--- src/td_retry_pkg.sv ---
package td_retry_pkg;
   // descriptor control/status word layout
   localparam int SHORT_DET   = 29;
   localparam int CERR_HI     = 28;
   localparam int CERR_LO     = 27;
   localparam int ACTIVE_BIT  = 23;
   localparam int STALL_BIT   = 22;
   localparam int DBUF_BIT    = 21;
   localparam int BABBLE_BIT  = 20;
   localparam int CRCTO_BIT   = 18;
   localparam int BSTUFF_BIT  = 17;

   localparam logic [1:0] CERR_NO_LIMIT = 2'h0;
   localparam logic [1:0] CERR_LAST     = 2'h1;

   // register byte addresses
   localparam logic [3:0] STATUS_ADDR = 4'h0;
   localparam logic [3:0] MASK_ADDR   = 4'h4;
   localparam logic [3:0] CTRL_ADDR   = 4'h8;
   localparam logic [3:0] LASTWB_ADDR = 4'hc;

   // status / mask bit positions
   localparam int ST_SHORT = 0;
   localparam int ST_ERRLIM = 1;
   localparam int ST_W = 2;

   // ctrl bit positions
   localparam int CTRL_CRC_EN = 0;
   localparam int CTRL_TO_EN  = 1;
   localparam int CTRL_W      = 2;

   localparam logic [ST_W-1:0]   STATUS_RESET = 2'h0;
   localparam logic [ST_W-1:0]   MASK_RESET   = 2'h0;
   localparam logic [CTRL_W-1:0] CTRL_RESET   = 2'h0;
   localparam logic [31:0]       WORD_RESET   = 32'h0;
endpackage

--- src/td_retry.sv ---
// Our own choices: register access over APB and the placing of the registers.
`timescale 1ns/1ns
// How it works
// - enabled short packet on a queued input success marks descriptor inactive
// - short packet keeps queue head and sets transfer interrupt status at frame end
// - short packet interrupt reaches the line only when its mask enables it
// - any transaction error suppresses short packet reporting
// - two-bit error down counter lives in descriptor bits 28 to 27
// - nonzero counter decrements on a crc, timeout, buffer or bit stuff error and is written back
// - decrement from one to zero deactivates, sets stalled and causing error bit
// - limit hit by buffer or bit stuff error interrupts; crc, timeout if enabled
// - counter set to zero means errors are not counted, unlimited retries
// - initial counter 01, 10, 11 allows one, two, three errors
module td_retry #(
   parameter int ADDR_W = 4
) (
   input  wire logic              I_CLK_SYS,
   input  wire logic              I_RESETN,
   // apb slave
   input  wire logic              I_PSEL,
   input  wire logic              I_PENABLE,
   input  wire logic              I_PWRITE,
   input  wire logic [ADDR_W-1:0] I_PADDR,
   input  wire logic [31:0]       I_PWDATA,
   output logic                   O_PREADY,
   output logic                   O_PSLVERR,
   output logic [31:0]            O_PRDATA,
   // transaction result from the engine
   input  wire logic              I_TXN_DONE,
   input  wire logic [31:0]       I_TD_WORD,
   input  wire logic              I_TXN_IN,
   input  wire logic              I_TXN_QUEUED,
   input  wire logic              I_TXN_SHORT,
   input  wire logic              I_ERR_CRC,
   input  wire logic              I_ERR_TIMEOUT,
   input  wire logic              I_ERR_BABBLE,
   input  wire logic              I_ERR_STALL,
   input  wire logic              I_ERR_DBUF,
   input  wire logic              I_ERR_BSTUFF,
   input  wire logic              I_FRAME_END,
   // write-back to memory and queue-head path
   output logic                   O_WB_VALID,
   output logic [31:0]            O_WB_WORD,
   output logic                   O_QH_KEEP,
   output logic                   O_XFER_INT_STATUS,
   output logic                   O_IRQ
);

   if (ADDR_W < 4) begin : g_chk
      $error("ADDR_W must be at least 4");
   end

   logic [1:0]  cerr;
   logic        any_err;
   logic        count_err;
   logic        short_hit;
   logic        dec;
   logic        to_zero;
   logic        irq_err;
   logic        deactivate;
   logic [1:0]  next_cerr;
   logic [31:0] next_word;

   logic [td_retry_pkg::ST_W-1:0]   status;
   logic [td_retry_pkg::ST_W-1:0]   mask;
   logic [td_retry_pkg::ST_W-1:0]   next_mask;
   logic [td_retry_pkg::CTRL_W-1:0] ctrl;
   logic [31:0]                     last_wb;
   logic                            pend_short;
   logic                            pend_err;

   assign cerr = I_TD_WORD[td_retry_pkg::CERR_HI:td_retry_pkg::CERR_LO];
   assign any_err = I_ERR_CRC | I_ERR_TIMEOUT | I_ERR_BABBLE | I_ERR_STALL
                  | I_ERR_DBUF | I_ERR_BSTUFF;
   // babble and stall deactivate directly, so they never consume a retry
   assign count_err = I_ERR_CRC | I_ERR_TIMEOUT | I_ERR_DBUF | I_ERR_BSTUFF;
   assign short_hit = I_TXN_DONE & I_TD_WORD[td_retry_pkg::SHORT_DET] & I_TXN_IN
                    & I_TXN_QUEUED & I_TXN_SHORT & ~any_err;
   assign dec = I_TXN_DONE & count_err & (cerr != td_retry_pkg::CERR_NO_LIMIT);
   assign to_zero = dec & (cerr == td_retry_pkg::CERR_LAST);
   assign irq_err = to_zero & (I_ERR_DBUF | I_ERR_BSTUFF
                  | (I_ERR_CRC & ctrl[td_retry_pkg::CTRL_CRC_EN])
                  | (I_ERR_TIMEOUT & ctrl[td_retry_pkg::CTRL_TO_EN]));
   assign deactivate = short_hit | to_zero | (I_TXN_DONE & (I_ERR_BABBLE | I_ERR_STALL));
   assign next_cerr = dec ? cerr - 2'h1 : cerr;

   always_comb begin
      next_word = I_TD_WORD;
      next_word[td_retry_pkg::CERR_HI:td_retry_pkg::CERR_LO] = next_cerr;
      if (deactivate) begin
         next_word[td_retry_pkg::ACTIVE_BIT] = 1'b0;
      end
      if (to_zero) begin
         next_word[td_retry_pkg::STALL_BIT]  = 1'b1;
         next_word[td_retry_pkg::DBUF_BIT]   = I_TD_WORD[td_retry_pkg::DBUF_BIT] | I_ERR_DBUF;
         next_word[td_retry_pkg::CRCTO_BIT]  = I_TD_WORD[td_retry_pkg::CRCTO_BIT]
                                             | I_ERR_CRC | I_ERR_TIMEOUT;
         next_word[td_retry_pkg::BSTUFF_BIT] = I_TD_WORD[td_retry_pkg::BSTUFF_BIT]
                                             | I_ERR_BSTUFF;
      end
      if (I_ERR_BABBLE) begin
         next_word[td_retry_pkg::BABBLE_BIT] = 1'b1;
         next_word[td_retry_pkg::STALL_BIT]  = 1'b1;
      end
      if (I_ERR_STALL) begin
         next_word[td_retry_pkg::STALL_BIT] = 1'b1;
      end
   end

   // write-back path
   always_ff @(posedge I_CLK_SYS or negedge I_RESETN) begin
      if (!I_RESETN) begin
         O_WB_VALID <= 1'b0;
         O_WB_WORD  <= td_retry_pkg::WORD_RESET;
         O_QH_KEEP  <= 1'b0;
         last_wb    <= td_retry_pkg::WORD_RESET;
      end else begin
         O_WB_VALID <= I_TXN_DONE;
         O_QH_KEEP  <= short_hit;
         if (I_TXN_DONE) begin
            O_WB_WORD <= next_word;
            last_wb   <= next_word;
         end
      end
   end

   // apb decode
   logic        setup;
   logic        access;
   logic        hit_status;
   logic        hit_mask;
   logic        hit_ctrl;
   logic        hit_lastwb;
   logic        mapped;
   logic        wr_en;
   logic        rd_status;
   logic [31:0] rd_mux;
   logic [3:0]  word_addr;
   logic        upper_zero;

   // a narrow bus has no upper bits to decode
   if (ADDR_W > 4) begin : g_upper
      assign upper_zero = ~|I_PADDR[ADDR_W-1:4];
   end else begin : g_no_upper
      assign upper_zero = 1'b1;
   end

   assign word_addr  = I_PADDR[3:0];
   assign setup      = I_PSEL & ~I_PENABLE;
   assign access     = I_PSEL & I_PENABLE & O_PREADY;
   assign hit_status = (word_addr == td_retry_pkg::STATUS_ADDR);
   assign hit_mask   = (word_addr == td_retry_pkg::MASK_ADDR);
   assign hit_ctrl   = (word_addr == td_retry_pkg::CTRL_ADDR);
   assign hit_lastwb = (word_addr == td_retry_pkg::LASTWB_ADDR);
   assign mapped     = upper_zero &
                       (hit_status | hit_mask | hit_ctrl | hit_lastwb);
   assign wr_en      = access & I_PWRITE & mapped;
   assign rd_status  = access & ~I_PWRITE & mapped & hit_status;
   assign rd_mux     = ~mapped   ? 32'h0 :
                       hit_status ? {30'h0, status} :
                       hit_mask   ? {30'h0, mask} :
                       hit_ctrl   ? {30'h0, ctrl} :
                       last_wb;

   // one wait-free access phase: read data is captured in setup, write data in access
   always_ff @(posedge I_CLK_SYS or negedge I_RESETN) begin
      if (!I_RESETN) begin
         O_PREADY  <= 1'b0;
         O_PSLVERR <= 1'b0;
         O_PRDATA  <= 32'h0;
      end else begin
         O_PREADY  <= setup;
         O_PSLVERR <= setup & ~mapped;
         O_PRDATA  <= (setup & ~I_PWRITE) ? rd_mux : 32'h0;
      end
   end

   // the interrupt line follows a mask write at the same edge
   assign next_mask = (wr_en & hit_mask) ? I_PWDATA[td_retry_pkg::ST_W-1:0] : mask;

   always_ff @(posedge I_CLK_SYS or negedge I_RESETN) begin
      if (!I_RESETN) begin
         mask <= td_retry_pkg::MASK_RESET;
         ctrl <= td_retry_pkg::CTRL_RESET;
      end else begin
         mask <= next_mask;
         if (wr_en & hit_ctrl) begin
            ctrl <= I_PWDATA[td_retry_pkg::CTRL_W-1:0];
         end
      end
   end

   // events wait for the frame boundary before becoming visible
   logic [td_retry_pkg::ST_W-1:0] st_set;
   logic [td_retry_pkg::ST_W-1:0] next_status;
   logic                          next_pend_short;
   logic                          next_pend_err;

   assign next_pend_short = ~I_FRAME_END & (pend_short | short_hit);
   assign next_pend_err   = ~I_FRAME_END & (pend_err | irq_err);
   assign st_set = I_FRAME_END ? {pend_err | irq_err, pend_short | short_hit}
                               : {td_retry_pkg::ST_W{1'b0}};
   // a set in the clearing cycle survives the read
   // only bits the read returned are cleared, so a set at the setup edge is kept
   assign next_status = (rd_status ? status & ~O_PRDATA[td_retry_pkg::ST_W-1:0] : status)
                      | st_set;

   always_ff @(posedge I_CLK_SYS or negedge I_RESETN) begin
      if (!I_RESETN) begin
         pend_short        <= 1'b0;
         pend_err          <= 1'b0;
         status            <= td_retry_pkg::STATUS_RESET;
         O_XFER_INT_STATUS <= 1'b0;
         O_IRQ             <= 1'b0;
      end else begin
         pend_short        <= next_pend_short;
         pend_err          <= next_pend_err;
         status            <= next_status;
         O_XFER_INT_STATUS <= |next_status;
         O_IRQ             <= |(next_status & next_mask);
      end
   end
endmodule

--- config.mk ---
export PLATFORM = sky130hd
export DESIGN_NAME = td_retry
export DESIGN_NICKNAME = d
export VERILOG_FILES = /design/src/td_retry_pkg.sv /design/src/td_retry.sv
export SDC_FILE = /design/constraint.sdc
export NUM_CORES = 1
export LEC_CHECK = 0
export BUFFER_PORTS_ARGS = -buffer_cell sky130_fd_sc_hd__buf_2
export CAP_MARGIN = 10
export CORE_UTILIZATION = 48
export CTS_BUF_LIST = sky130_fd_sc_hd__clkbuf_4 sky130_fd_sc_hd__clkbuf_8 sky130_fd_sc_hd__clkbuf_16
export DETAILED_ROUTE_END_ITERATION = 8
export PLACE_DENSITY_LB_ADDON = 0.05
export SKIP_CTS_REPAIR_TIMING = 1
export SLEW_MARGIN = 20
export SYNTH_ARGS = -nofsm -noshare
export SYNTH_HDL_FRONTEND = slang
export SYNTH_SLANG_ARGS = --single-unit
--- constraint.sdc ---
create_clock -name I_CLK_SYS -period 2.37 [get_ports I_CLK_SYS]
set_input_delay 0.237 -clock I_CLK_SYS [delete_from_list [all_inputs] [get_ports I_CLK_SYS]]
set_output_delay 0.237 -clock I_CLK_SYS [all_outputs]
set_load 0.05 [all_outputs]
==> Yosys cells after proc, flatten, opt, wreduce, memory -nomap -nowiden <==
Cells that the tools add are included.
{ "totals": {"out_inout_bits": 70, "register_bits": 78, "in_bits": 84, "elab_cells": 94} }
{ "op_classes": {"n_reduce_logical": 4, "addsub": 1, "bitwise_logic": 57, "eq_ne": 4, "n_mux": 15} }
{ "op_table": {"columns": ["cell", "n"], "rows": [
  ["32-bit 2-to-1 mux", 5],
  ["1-bit bitwise AND", 26],
  ["1-bit OR", 22],
  ["2-bit 2-to-1 mux", 6],
  ["4-bit == test, second input constant", 2],
  ["1-bit NOT", 5],
  ["2-bit bitwise AND", 2],
  ["4-bit by 3-bit == test with 1-bit output, second input constant", 1],
  ["4-bit zero test", 1],
  ["1-bit 2-to-1 mux", 4],
  ["2-bit OR reduction", 2],
  ["2-bit by 1-bit == test with 1-bit output, second input constant", 1],
  ["2-bit NOT", 1],
  ["2-bit OR", 1],
  ["2-bit nonzero test", 1],
  ["2-bit by 1-bit subtractor with 2-bit output, second input constant", 1]
]} }

==> Depth between registers and ports, before layout <==
Gate-level depths: netlist of the first run.
{ "depth": {"ltp_word": 12, "depth_mapped": 6} }

==> Worst setup path after synthesis of the first run <==
OpenSTA, ideal clock, no wires.
{ "synth_timing": {"path_type": "input port to flip-flop", "startpoint": "in I_ERR_TIMEOUT", "endpoint": "reg O_IRQ", "stages": 4, "arrival_time_ns": 1.431, "path_slack_ns": 0.859, "setup_ns": 0.080, "path_buffers": 0, "t_required_ns": 2.290, "path_cell_list": "or4_4 o41ai_4 a22oi_2 o22ai_2"} }
{ "synth_via": {"elab_chain_len": 12, "elab_cells_between_ends": 21} }
{ "synth_lines": {"columns": ["element", "line_no", "source"], "rows": [
  ["start, declared", "td_retry.sv:35", "input wire logic I_ERR_TIMEOUT,"],
  ["1-bit OR", "td_retry.sv:73, td_retry.sv:76", null],
  ["1-bit OR, on equally long branches (2 in a row)", "td_retry.sv:76, td_retry.sv:73", null],
  ["1-bit bitwise AND / 1-bit OR (equally long branches) (2 in a row)", "td_retry.sv:79, td_retry.sv:74", null],
  ["1-bit bitwise AND / 1-bit NOT (equally long branches)", "td_retry.sv:80, td_retry.sv:78", null],
  ["1-bit bitwise AND, on equally long branches", "td_retry.sv:81, td_retry.sv:78", null],
  ["1-bit OR", "td_retry.sv:201", "assign st_set = I_FRAME_END ? {pend_err | irq_err, pend_short | short_hit}"],
  ["2-bit 2-to-1 mux *", "td_retry.sv:201", null],
  ["2-bit OR *", "td_retry.sv:206", "| st_set;"],
  ["2-bit bitwise AND *", "td_retry.sv:220", "O_IRQ <= |(next_status & next_mask);"],
  ["2-bit OR reduction *", "td_retry.sv:220", null],
  ["end signal, assigned", "td_retry.sv:220", null],
  ["end, declared", "td_retry.sv:46", "output logic O_IRQ"]
]} }
Every way passes the cells marked *; elsewhere a longest branch is shown, timed or not.
A chain may end at the register's enable or synchronous reset.

==> Worst setup path after layout of the first run <==
{ "layout_timing": {"startpoint": "reg ctrl[1] (netlist name)", "endpoint": "reg O_IRQ"} }
{ "layout_via": {"elab_chain_len": 8} }
{ "layout_lines": {"columns": ["element", "line_no", "source"], "rows": [
  ["start, declared", "td_retry.sv:67", "logic [td_retry_pkg::CTRL_W-1:0] ctrl;"],
  ["start signal, assigned", "td_retry.sv:184", "ctrl <= td_retry_pkg::CTRL_RESET;"],
  ["start signal, assigned", "td_retry.sv:188", "ctrl <= I_PWDATA[td_retry_pkg::CTRL_W-1:0];"],
  ["1-bit bitwise AND", "td_retry.sv:83", "| (I_ERR_TIMEOUT & ctrl[td_retry_pkg::CTRL_TO_EN]));"],
  ["1-bit OR", "td_retry.sv:83", null],
  ["1-bit bitwise AND", "td_retry.sv:81", "assign irq_err = to_zero & (I_ERR_DBUF | I_ERR_BSTUFF"],
  ["1-bit OR", "td_retry.sv:201", null],
  ["2-bit 2-to-1 mux", "td_retry.sv:201", null],
  ["2-bit OR", "td_retry.sv:206", null],
  ["2-bit bitwise AND", "td_retry.sv:220", null],
  ["2-bit OR reduction", "td_retry.sv:220", null]
]} }
No other way between the ends.

==> metrics.txt, run 1 <==
outcome completed; Fin. Hold Viols 0; worst min path class in -> async; worst r2r dst O_IRQ$_DFF_PN0_; antenna cells 0; first-pass GRT wire length ~9600 um; placed insts between 400 and 500; number of flops mapped to enable cells by yosys 0; average wire per standard cell roughly 14 um; Critical Path Start Type register; dpl hpwl approximately 4200 um; total gr overflow 0; synthesized flop and latch total a little under 80; Tcrit/Tclk final 59.8%; CP max FO 3; gr usage total a little under 20%; WL final 5980 um; post-route ant nets 0; Placed Area 3670 um2; Syn Inst Count 225; clock buffer depth 2; PnR worst setup slack between 0.9 and 1 ns; Core ar. 5960 um2; slowest CP cell dfrtp_1; Async SR Flop Fraction 100%; CP endpoint kind register; synthesized area 2960 um2; final instance area 3870 um2; dpl ws around 0.67 ns; clock latency on the worst-skew pair roughly 0.33 ns; Crit path arrival time between 1.5 and 2 ns; RSZ-0062 raised after global routing no; ys flop type dfrtp_1; post-synthesis sequential area ratio roughly two thirds; CTS Sinks between 70 and 80; VDD IR-drop max ~0.5 mV; Rel. slew slack 35.9%; effective utilization at floorplan approximately half; via count around 2200; PwrDens about 750 nW/um2; io pins about 150; Yosys warnings 0; vias in the first global route slightly above 2000; vias per inst approximately 5; Unique masters post-synth 35; number of cells in the finished layout apart from fillers 435; kind of cell adding the most delay to the critical path compound AO/OA/AOI/OAI gates; Die X approximately 81 um; die boundary height about 81 um; clk slew on worst S/H paths about 0.08 ns; r2r setup slk 0.95 ns; Iteration-0 DRC Markers 89; syn_area_per_cell 13.2 um2; Max Transition Viols Final 0; Total Die Area between 6000 and 7000 um2; worst r2r src ctrl[1]$_DFFE_PN0P_; Final min period roughly 1.4 ns; routability cong. between 0.8 and 0.9; CP Class reg -> reg; fmax slightly above 700 MHz; syn nets around 310; skew final ~0.0080 ns; Tightest Pin Transition 0.962 ns; max-cap viol count 0; ratio of cells with drive above 1 in the final layout a little under half; I/O Buffers roughly 120; TritonCTS Buffers 9; LEAKAGE a little over 2 nW; NumNets Final approximately 440; R2R cell count 4; largest net degree at the start of global routing 79; CTS Root Cell clkbuf_8; Fin Setup TNS 0 ns; row count 28; final setup fails 0; H-tree depth 3; delay of the slowest critical-path stage about 0.42 ns; Residual DRC 0; Layout area overhead 30.7%; drt pass-1 iters 4; crit path cell chain a211oi_1 > nand3b_1 > a32oi_1 > o22ai_2; Worst Path Required about 2.6 ns; CTS tree done; initial antenna violation count 0; Worst Path Buf+Inv 0
==> kinds of logic (layout without fill, tap and decap cells) <==
group	count (synthesis)	in the layout	share of synthesized area, %
simple gates	72	72	14.0
flops	78	78	65.9
xor+xnor	1	1	0.296
buf+inv	20	155	2.53
mux	27	27	10.2
fa+ha+maj	2	2	0.844
compound gates	25	25	6.29
==> cell usage after synthesis (all sizes together), types with 2 or more instances <==
| cell type | n | area, um2 |
|---|---|---|
| a21oi | 8 | 40.0 |
| nand2 | 7 | 26.3 |
| a211oi | 3 | 22.5 |
| dfrtp | 78 | 1950 |
| mux2i | 2 | 20.0 |
| inv | 13 | 48.8 |
| o21ai | 3 | 15.0 |
| or4 | 2 | 18.8 |
| ha | 2 | 25.0 |
| clkbuf | 7 | 26.3 |
| nand3 | 5 | 25.0 |
| and2 | 27 | 169 |
| o22ai | 5 | 37.5 |
| nor2 | 12 | 45.0 |
| nor3 | 5 | 25.0 |
| mux2 | 25 | 282 |
| nand3b | 4 | 30.0 |
| nor2b | 3 | 18.8 |
| nor4 | 3 | 25.0 |
==> report_power, final <==
group / internal, mW / switching, mW / total (mW)
Combinational: 0.137 / 0.349 / 0.486
Clock: 0.528 / 0.464 / 0.992
Sequential: 1.40 / 0.0401 / 1.44
==> worst register-to-register path, stage by stage, from the launching register on <==
cell	delay, ns
dfrtp_1	0.42
a211oi_1	0.29
nand3b_1	0.11
a32oi_1	0.34
o22ai_2	0.13
==> sequential cells by signal (all words and copies together), names as in the netlist, 2 cells and up <==
signal	cells
O_PRDATA	32
ctrl	2
last_wb	32
mask	2
status	2
==> worst max path at each step <==
| stage | from | to | slack, ns | cells after the start |
|---|---|---|---|---|
| floorplan | I_ERR_TIMEOUT | O_IRQ$_DFF_PN0_ | 0.86 | 4 |
| global placement | I_PADDR[1] | O_IRQ$_DFF_PN0_ | 0.66 | 5 |
| detailed placement | I_PADDR[1] | O_IRQ$_DFF_PN0_ | 0.67 | 5 |
| CTS | ctrl[1]$_DFFE_PN0P_ | O_IRQ$_DFF_PN0_ | 0.97 | 4 |
| global route | ctrl[1]$_DFFE_PN0P_ | O_IRQ$_DFF_PN0_ | 0.90 | 4 |
| finish | ctrl[1]$_DFFE_PN0P_ | O_IRQ$_DFF_PN0_ | 0.95 | 4 |
==> layout by cell type (no fill, tap or decap), types with 4 or more instances in the layout <==
cell / Yosys / final
buf_4: 0 / 4
buf_2: 0 / 122
nand3b_1: 4 / 4
nand2_1: 7 / 7
a21oi_1: 8 / 8
nor3_1: 5 / 5
inv_1: 13 / 13
and2_1: 27 / 27
mux2_2: 23 / 23
clkbuf_8: 0 / 10
dfrtp_1: 78 / 78
o22ai_1: 4 / 4
nand3_1: 5 / 5
nor2_1: 12 / 12
==> cell type report <==
| cell class | count | area, um2 |
|---|---|---|
| fill | 494 | 2080 |
| sequential | 78 | 1950 |
| multi-input combinational | 127 | 937 |
| timing repair buffer | 126 | 641 |
| clock buffer | 11 | 145 |
| tap | 75 | 93.8 |
| clock inverter | 5 | 56.3 |
| inverter | 13 | 48.8 |
==> stage by stage <==
stage / total power, mW / utilization (%) / hold WS (ns)
finish: 2.92 / 65.0 / 0.0292
global route: 3.04 / 65.0 / 0.0955
CTS: 2.95 / 65.0 / 0.0812
detailed placement: 1.95 / 61.7 / 0.452
global placement: 1.95 / 61.7 / 0.437
floorplan: 1.79 / - / -0.0586
==> layer usage <==
layer  vias to the layer above  global-route usage [%]  routed length (um)
li1                       1028                       -                   -
met1                      1051                    24.9                2660
met3                         4                    4.66                 405
met5                         -                       0                   0
met4                         0                    8.93                  50
met2                        84                    32.5                2870
Power figures use the tool's default switching activity.
==> run 2, diff against run 1 <==
--- a/config.mk
+++ b/config.mk
@@ -5,9 +5,10 @@
 export SDC_FILE = /design/constraint.sdc
 export NUM_CORES = 1
 export LEC_CHECK = 0
+export ABC_AREA = 1
 export BUFFER_PORTS_ARGS = -buffer_cell sky130_fd_sc_hd__buf_2
 export CAP_MARGIN = 10
-export CORE_UTILIZATION = 48
+export CORE_UTILIZATION = 41
 export CTS_BUF_LIST = sky130_fd_sc_hd__clkbuf_4 sky130_fd_sc_hd__clkbuf_8 sky130_fd_sc_hd__clkbuf_16
 export DETAILED_ROUTE_END_ITERATION = 8
 export PLACE_DENSITY_LB_ADDON = 0.05
==> constraint.sdc (replaced) <==
create_clock -name I_CLK_SYS -period 1.2 [get_ports I_CLK_SYS]
set_input_delay 0.12 -clock I_CLK_SYS [delete_from_list [all_inputs] [get_ports I_CLK_SYS]]
set_output_delay 0.12 -clock I_CLK_SYS [all_outputs]
set_load 0.05 [all_outputs]
==> run 2 against run 1 <==
Compared with the run above:
- the run now ends with hold timing left
- synthesized area grew 3.0%
- power grew 95%
- register-to-register slack worse by 0.88 ns
- critical endpoint unchanged
- sequential power increased by 96%
- synthesized cell count is 34% higher
==> metrics.txt, run 2 <==
die boundary height 88.3 um (was 80.6 um); LEAKAGE 2.29 nW (was 2.06 nW); Final min period 1.13 ns (was 1.42 ns); I/O Buffers 123 (unchanged); Tcrit/Tclk final 94.4% (was 59.8%); Worst Hold Slack -0.0344 ns (was 0.0292 ns); clock latency on the worst-skew pair 0.35 ns (was 0.33 ns); dpl ws 0.00688 ns (was 0.668 ns); Die X 88.3 um (was 80.6 um); row count 31 (was 28); clock buffer depth 2 (unchanged); top post-synthesis cells by area dfrtp_1, nand2_1, inv_1 (was dfrtp_1, mux2_2, and2_1); skew final 0.00811 ns (was 0.00803 ns); effective utilization at floorplan 42.3% (was 49.8%); vias in the first global route 2290 (was 2060); Worst Path Buf+Inv 1 (was 0); Yosys warnings 0 (unchanged); Critical Path Start Type register (unchanged); vias per inst 4.60 (was 4.98); synthesized area 3050 um2 (was 2960 um2); Rel. slew slack 74.9% (was 35.9%); Total Die Area 7800 um2 (was 6490 um2); synthesized flop and latch total 78 (unchanged); most frequent cells in the layout buf_2, dfrtp_1, nand2_1 (was buf_2, dfrtp_1, and2_1); syn_area_per_cell 10.1 um2 (was 13.2 um2); NumNets Final 540 (was 441); Max Transition Viols Final 0 (unchanged); Layout area overhead 38.5% (was 30.7%); Core ar. 7210 um2 (was 5960 um2); Syn Inst Count 302 (was 225); worst min path class in -> reg (was in -> async); first-pass GRT wire length 11100 um (was 9580 um); placed insts 522 (was 419); cell with the most instances after synthesis dfrtp_1 (unchanged); Unique masters post-synth 28 (was 35); Crit path arrival time 1.38 ns (was 1.62 ns); number of flops mapped to enable cells by yosys 0 (unchanged); largest net degree at the start of global routing 42 (was 79); slowest CP cell dfrtp_2 (was dfrtp_1); Iteration-0 DRC Markers 115 (was 89); kind of cell adding the most delay to the critical path simple AND/OR/NAND/NOR gates (was compound AO/OA/AOI/OAI gates); Synth top area share 63.9% (was 65.9%); outcome complete, but fails checks (was completed); CP max FO 4 (was 3); io pins 154 (unchanged); syn nets 388 (was 311); drt pass-1 iters 4 (unchanged); number of cells in the finished layout apart from fillers 558 (was 435); Top Registers O_PRDATA (32), last_wb (32) (unchanged); antenna cells 0 (unchanged); worst r2r src O_PREADY$_DFF_PN0_ (was ctrl[1]$_DFFE_PN0P_); gr usage total 19.2% (was 19.9%); CP Class reg -> reg (unchanged); fin util 58.6% (was 65.0%); WL final 7180 um (was 5980 um); failing checks hold timing; RSZ-0062 raised after global routing yes (was no); Synth area leader dfrtp_1 (unchanged); CTS tree done (unchanged); Tightest Pin Transition 0.377 ns (was 0.962 ns); via count 2567 (was 2167); Fin. Hold Viols 9 (was 0); routability cong. 0.831 (was 0.809); H-tree depth 3 (unchanged); Fin Setup TNS 0 ns (unchanged); total gr overflow 0 (unchanged); TritonCTS Buffers 9 (unchanged); CTS Root Cell clkbuf_8 (unchanged); dpl hpwl 5140 um (was 4240 um); max-cap viol count 0 (unchanged); PnR worst setup slack 0.0677 ns (was 0.952 ns); PwrDens 1340 nW/um2 (was 753 nW/um2); average wire per standard cell 12.9 um (was 13.8 um); CP endpoint kind register (unchanged); Overall Power 5.68 mW (was 2.92 mW); min-delay src I_TD_WORD[12]; final setup fails 0 (unchanged); delay of the slowest critical-path stage 0.37 ns (was 0.42 ns); start point of the critical path O_PREADY$_DFF_PN0_ (was ctrl[1]$_DFFE_PN0P_); Residual DRC 0 (unchanged); Worst Path Required 1.45 ns (was 2.57 ns); clk slew on worst S/H paths 0.09 ns (was 0.08 ns); commonest non-fill, non-tap cell in the layout buf_2 (unchanged); initial antenna violation count 0 (unchanged); Commonest cells post-synth dfrtp_1, nand2_1, inv_1 (was dfrtp_1, and2_1, mux2_2); fmax 883 MHz (was 705 MHz); crit path cell chain nand4_1 > nor2_4 > buf_4 > a21oi_2 > nand2_1 > nand2_1 (was a211oi_1 > nand3b_1 > a32oi_1 > o22ai_2); CTS Sinks 78 (unchanged); crit-path most repeated cell nand2_1; ys flop type dfrtp_1 (unchanged); Async SR Flop Fraction 100% (unchanged); ratio of cells with drive above 1 in the final layout 36.4% (was 47.5%); post-synthesis sequential area ratio 63.9% (was 65.9%); post-route ant nets 0 (unchanged); VDD IR-drop max 0.554 mV (was 0.495 mV)
run 2: layer usage:
metal	up-vias	part of all wire, %	track usage [%]
met3	10	6.4	4.85
met1	1202	46	26.1
met5	-	0	0
li1	1269	-	-
met4	0	1.3	7.92
met2	86	46	29.4
run 2: layout make-up:
type	count	area [um2]
multi-input combinational	167	886
timing repair buffer	153	913
tap	99	124
clock buffer	10	138
fill	678	2990
sequential	78	1950
inverter	45	169
clock inverter	6	46.3
run 2: tightest hold or removal path, cell delays in order:
cell and delay, ns:
buf_2 0.07, nand2_1 0.04, o21ai_0 0.05
run 2: worst paths after layout:
path                                            to  slack [ns]  cells past startpoint
max                                O_IRQ$_DFF_PN0_        0.07                      6
min                        last_wb[12]$_DFFE_PN0P_       -0.03                      3
max reg2reg                        O_IRQ$_DFF_PN0_        0.07                      6
min reg2reg                last_wb[27]$_DFFE_PN0P_        0.51                      2
max in group asynchronous   O_PRDATA[18]$_DFF_PN0_        0.51                      3
min in group asynchronous  last_wb[30]$_DFFE_PN0P_        0.20                      2
run 2: power breakdown:
group / leakage [nW] / total [mW] / internal [mW] / switching [mW]
sequential: 1.00 / 2.82 / 2.75 / 0.0643
combinational: 1.19 / 1.04 / 0.295 / 0.749
clock: 0.0889 / 1.82 / 0.817 / 1.00
run 2: kinds of logic after synthesis:
| kind of cell | share of synthesized area, % |
|---|---|
| adder cells (fa/ha/maj) | 0.820 |
| XOR/XNOR | 0.287 |
| AND/OR/NAND/NOR | 19.3 |
| buffers and inverters | 7.38 |
| AO/OA/AOI/OAI | 8.32 |
| flip-flops | 63.9 |
run 2: stage by stage:
step | area (um2) | hold WS (ns)
floorplan | 3050 | -0.176
global placement | 3840 | 0.0314
detailed placement | 3840 | 0.0316
CTS | 4020 | -0.350
global route | 4230 | 0.000779
finish | 4230 | -0.0344
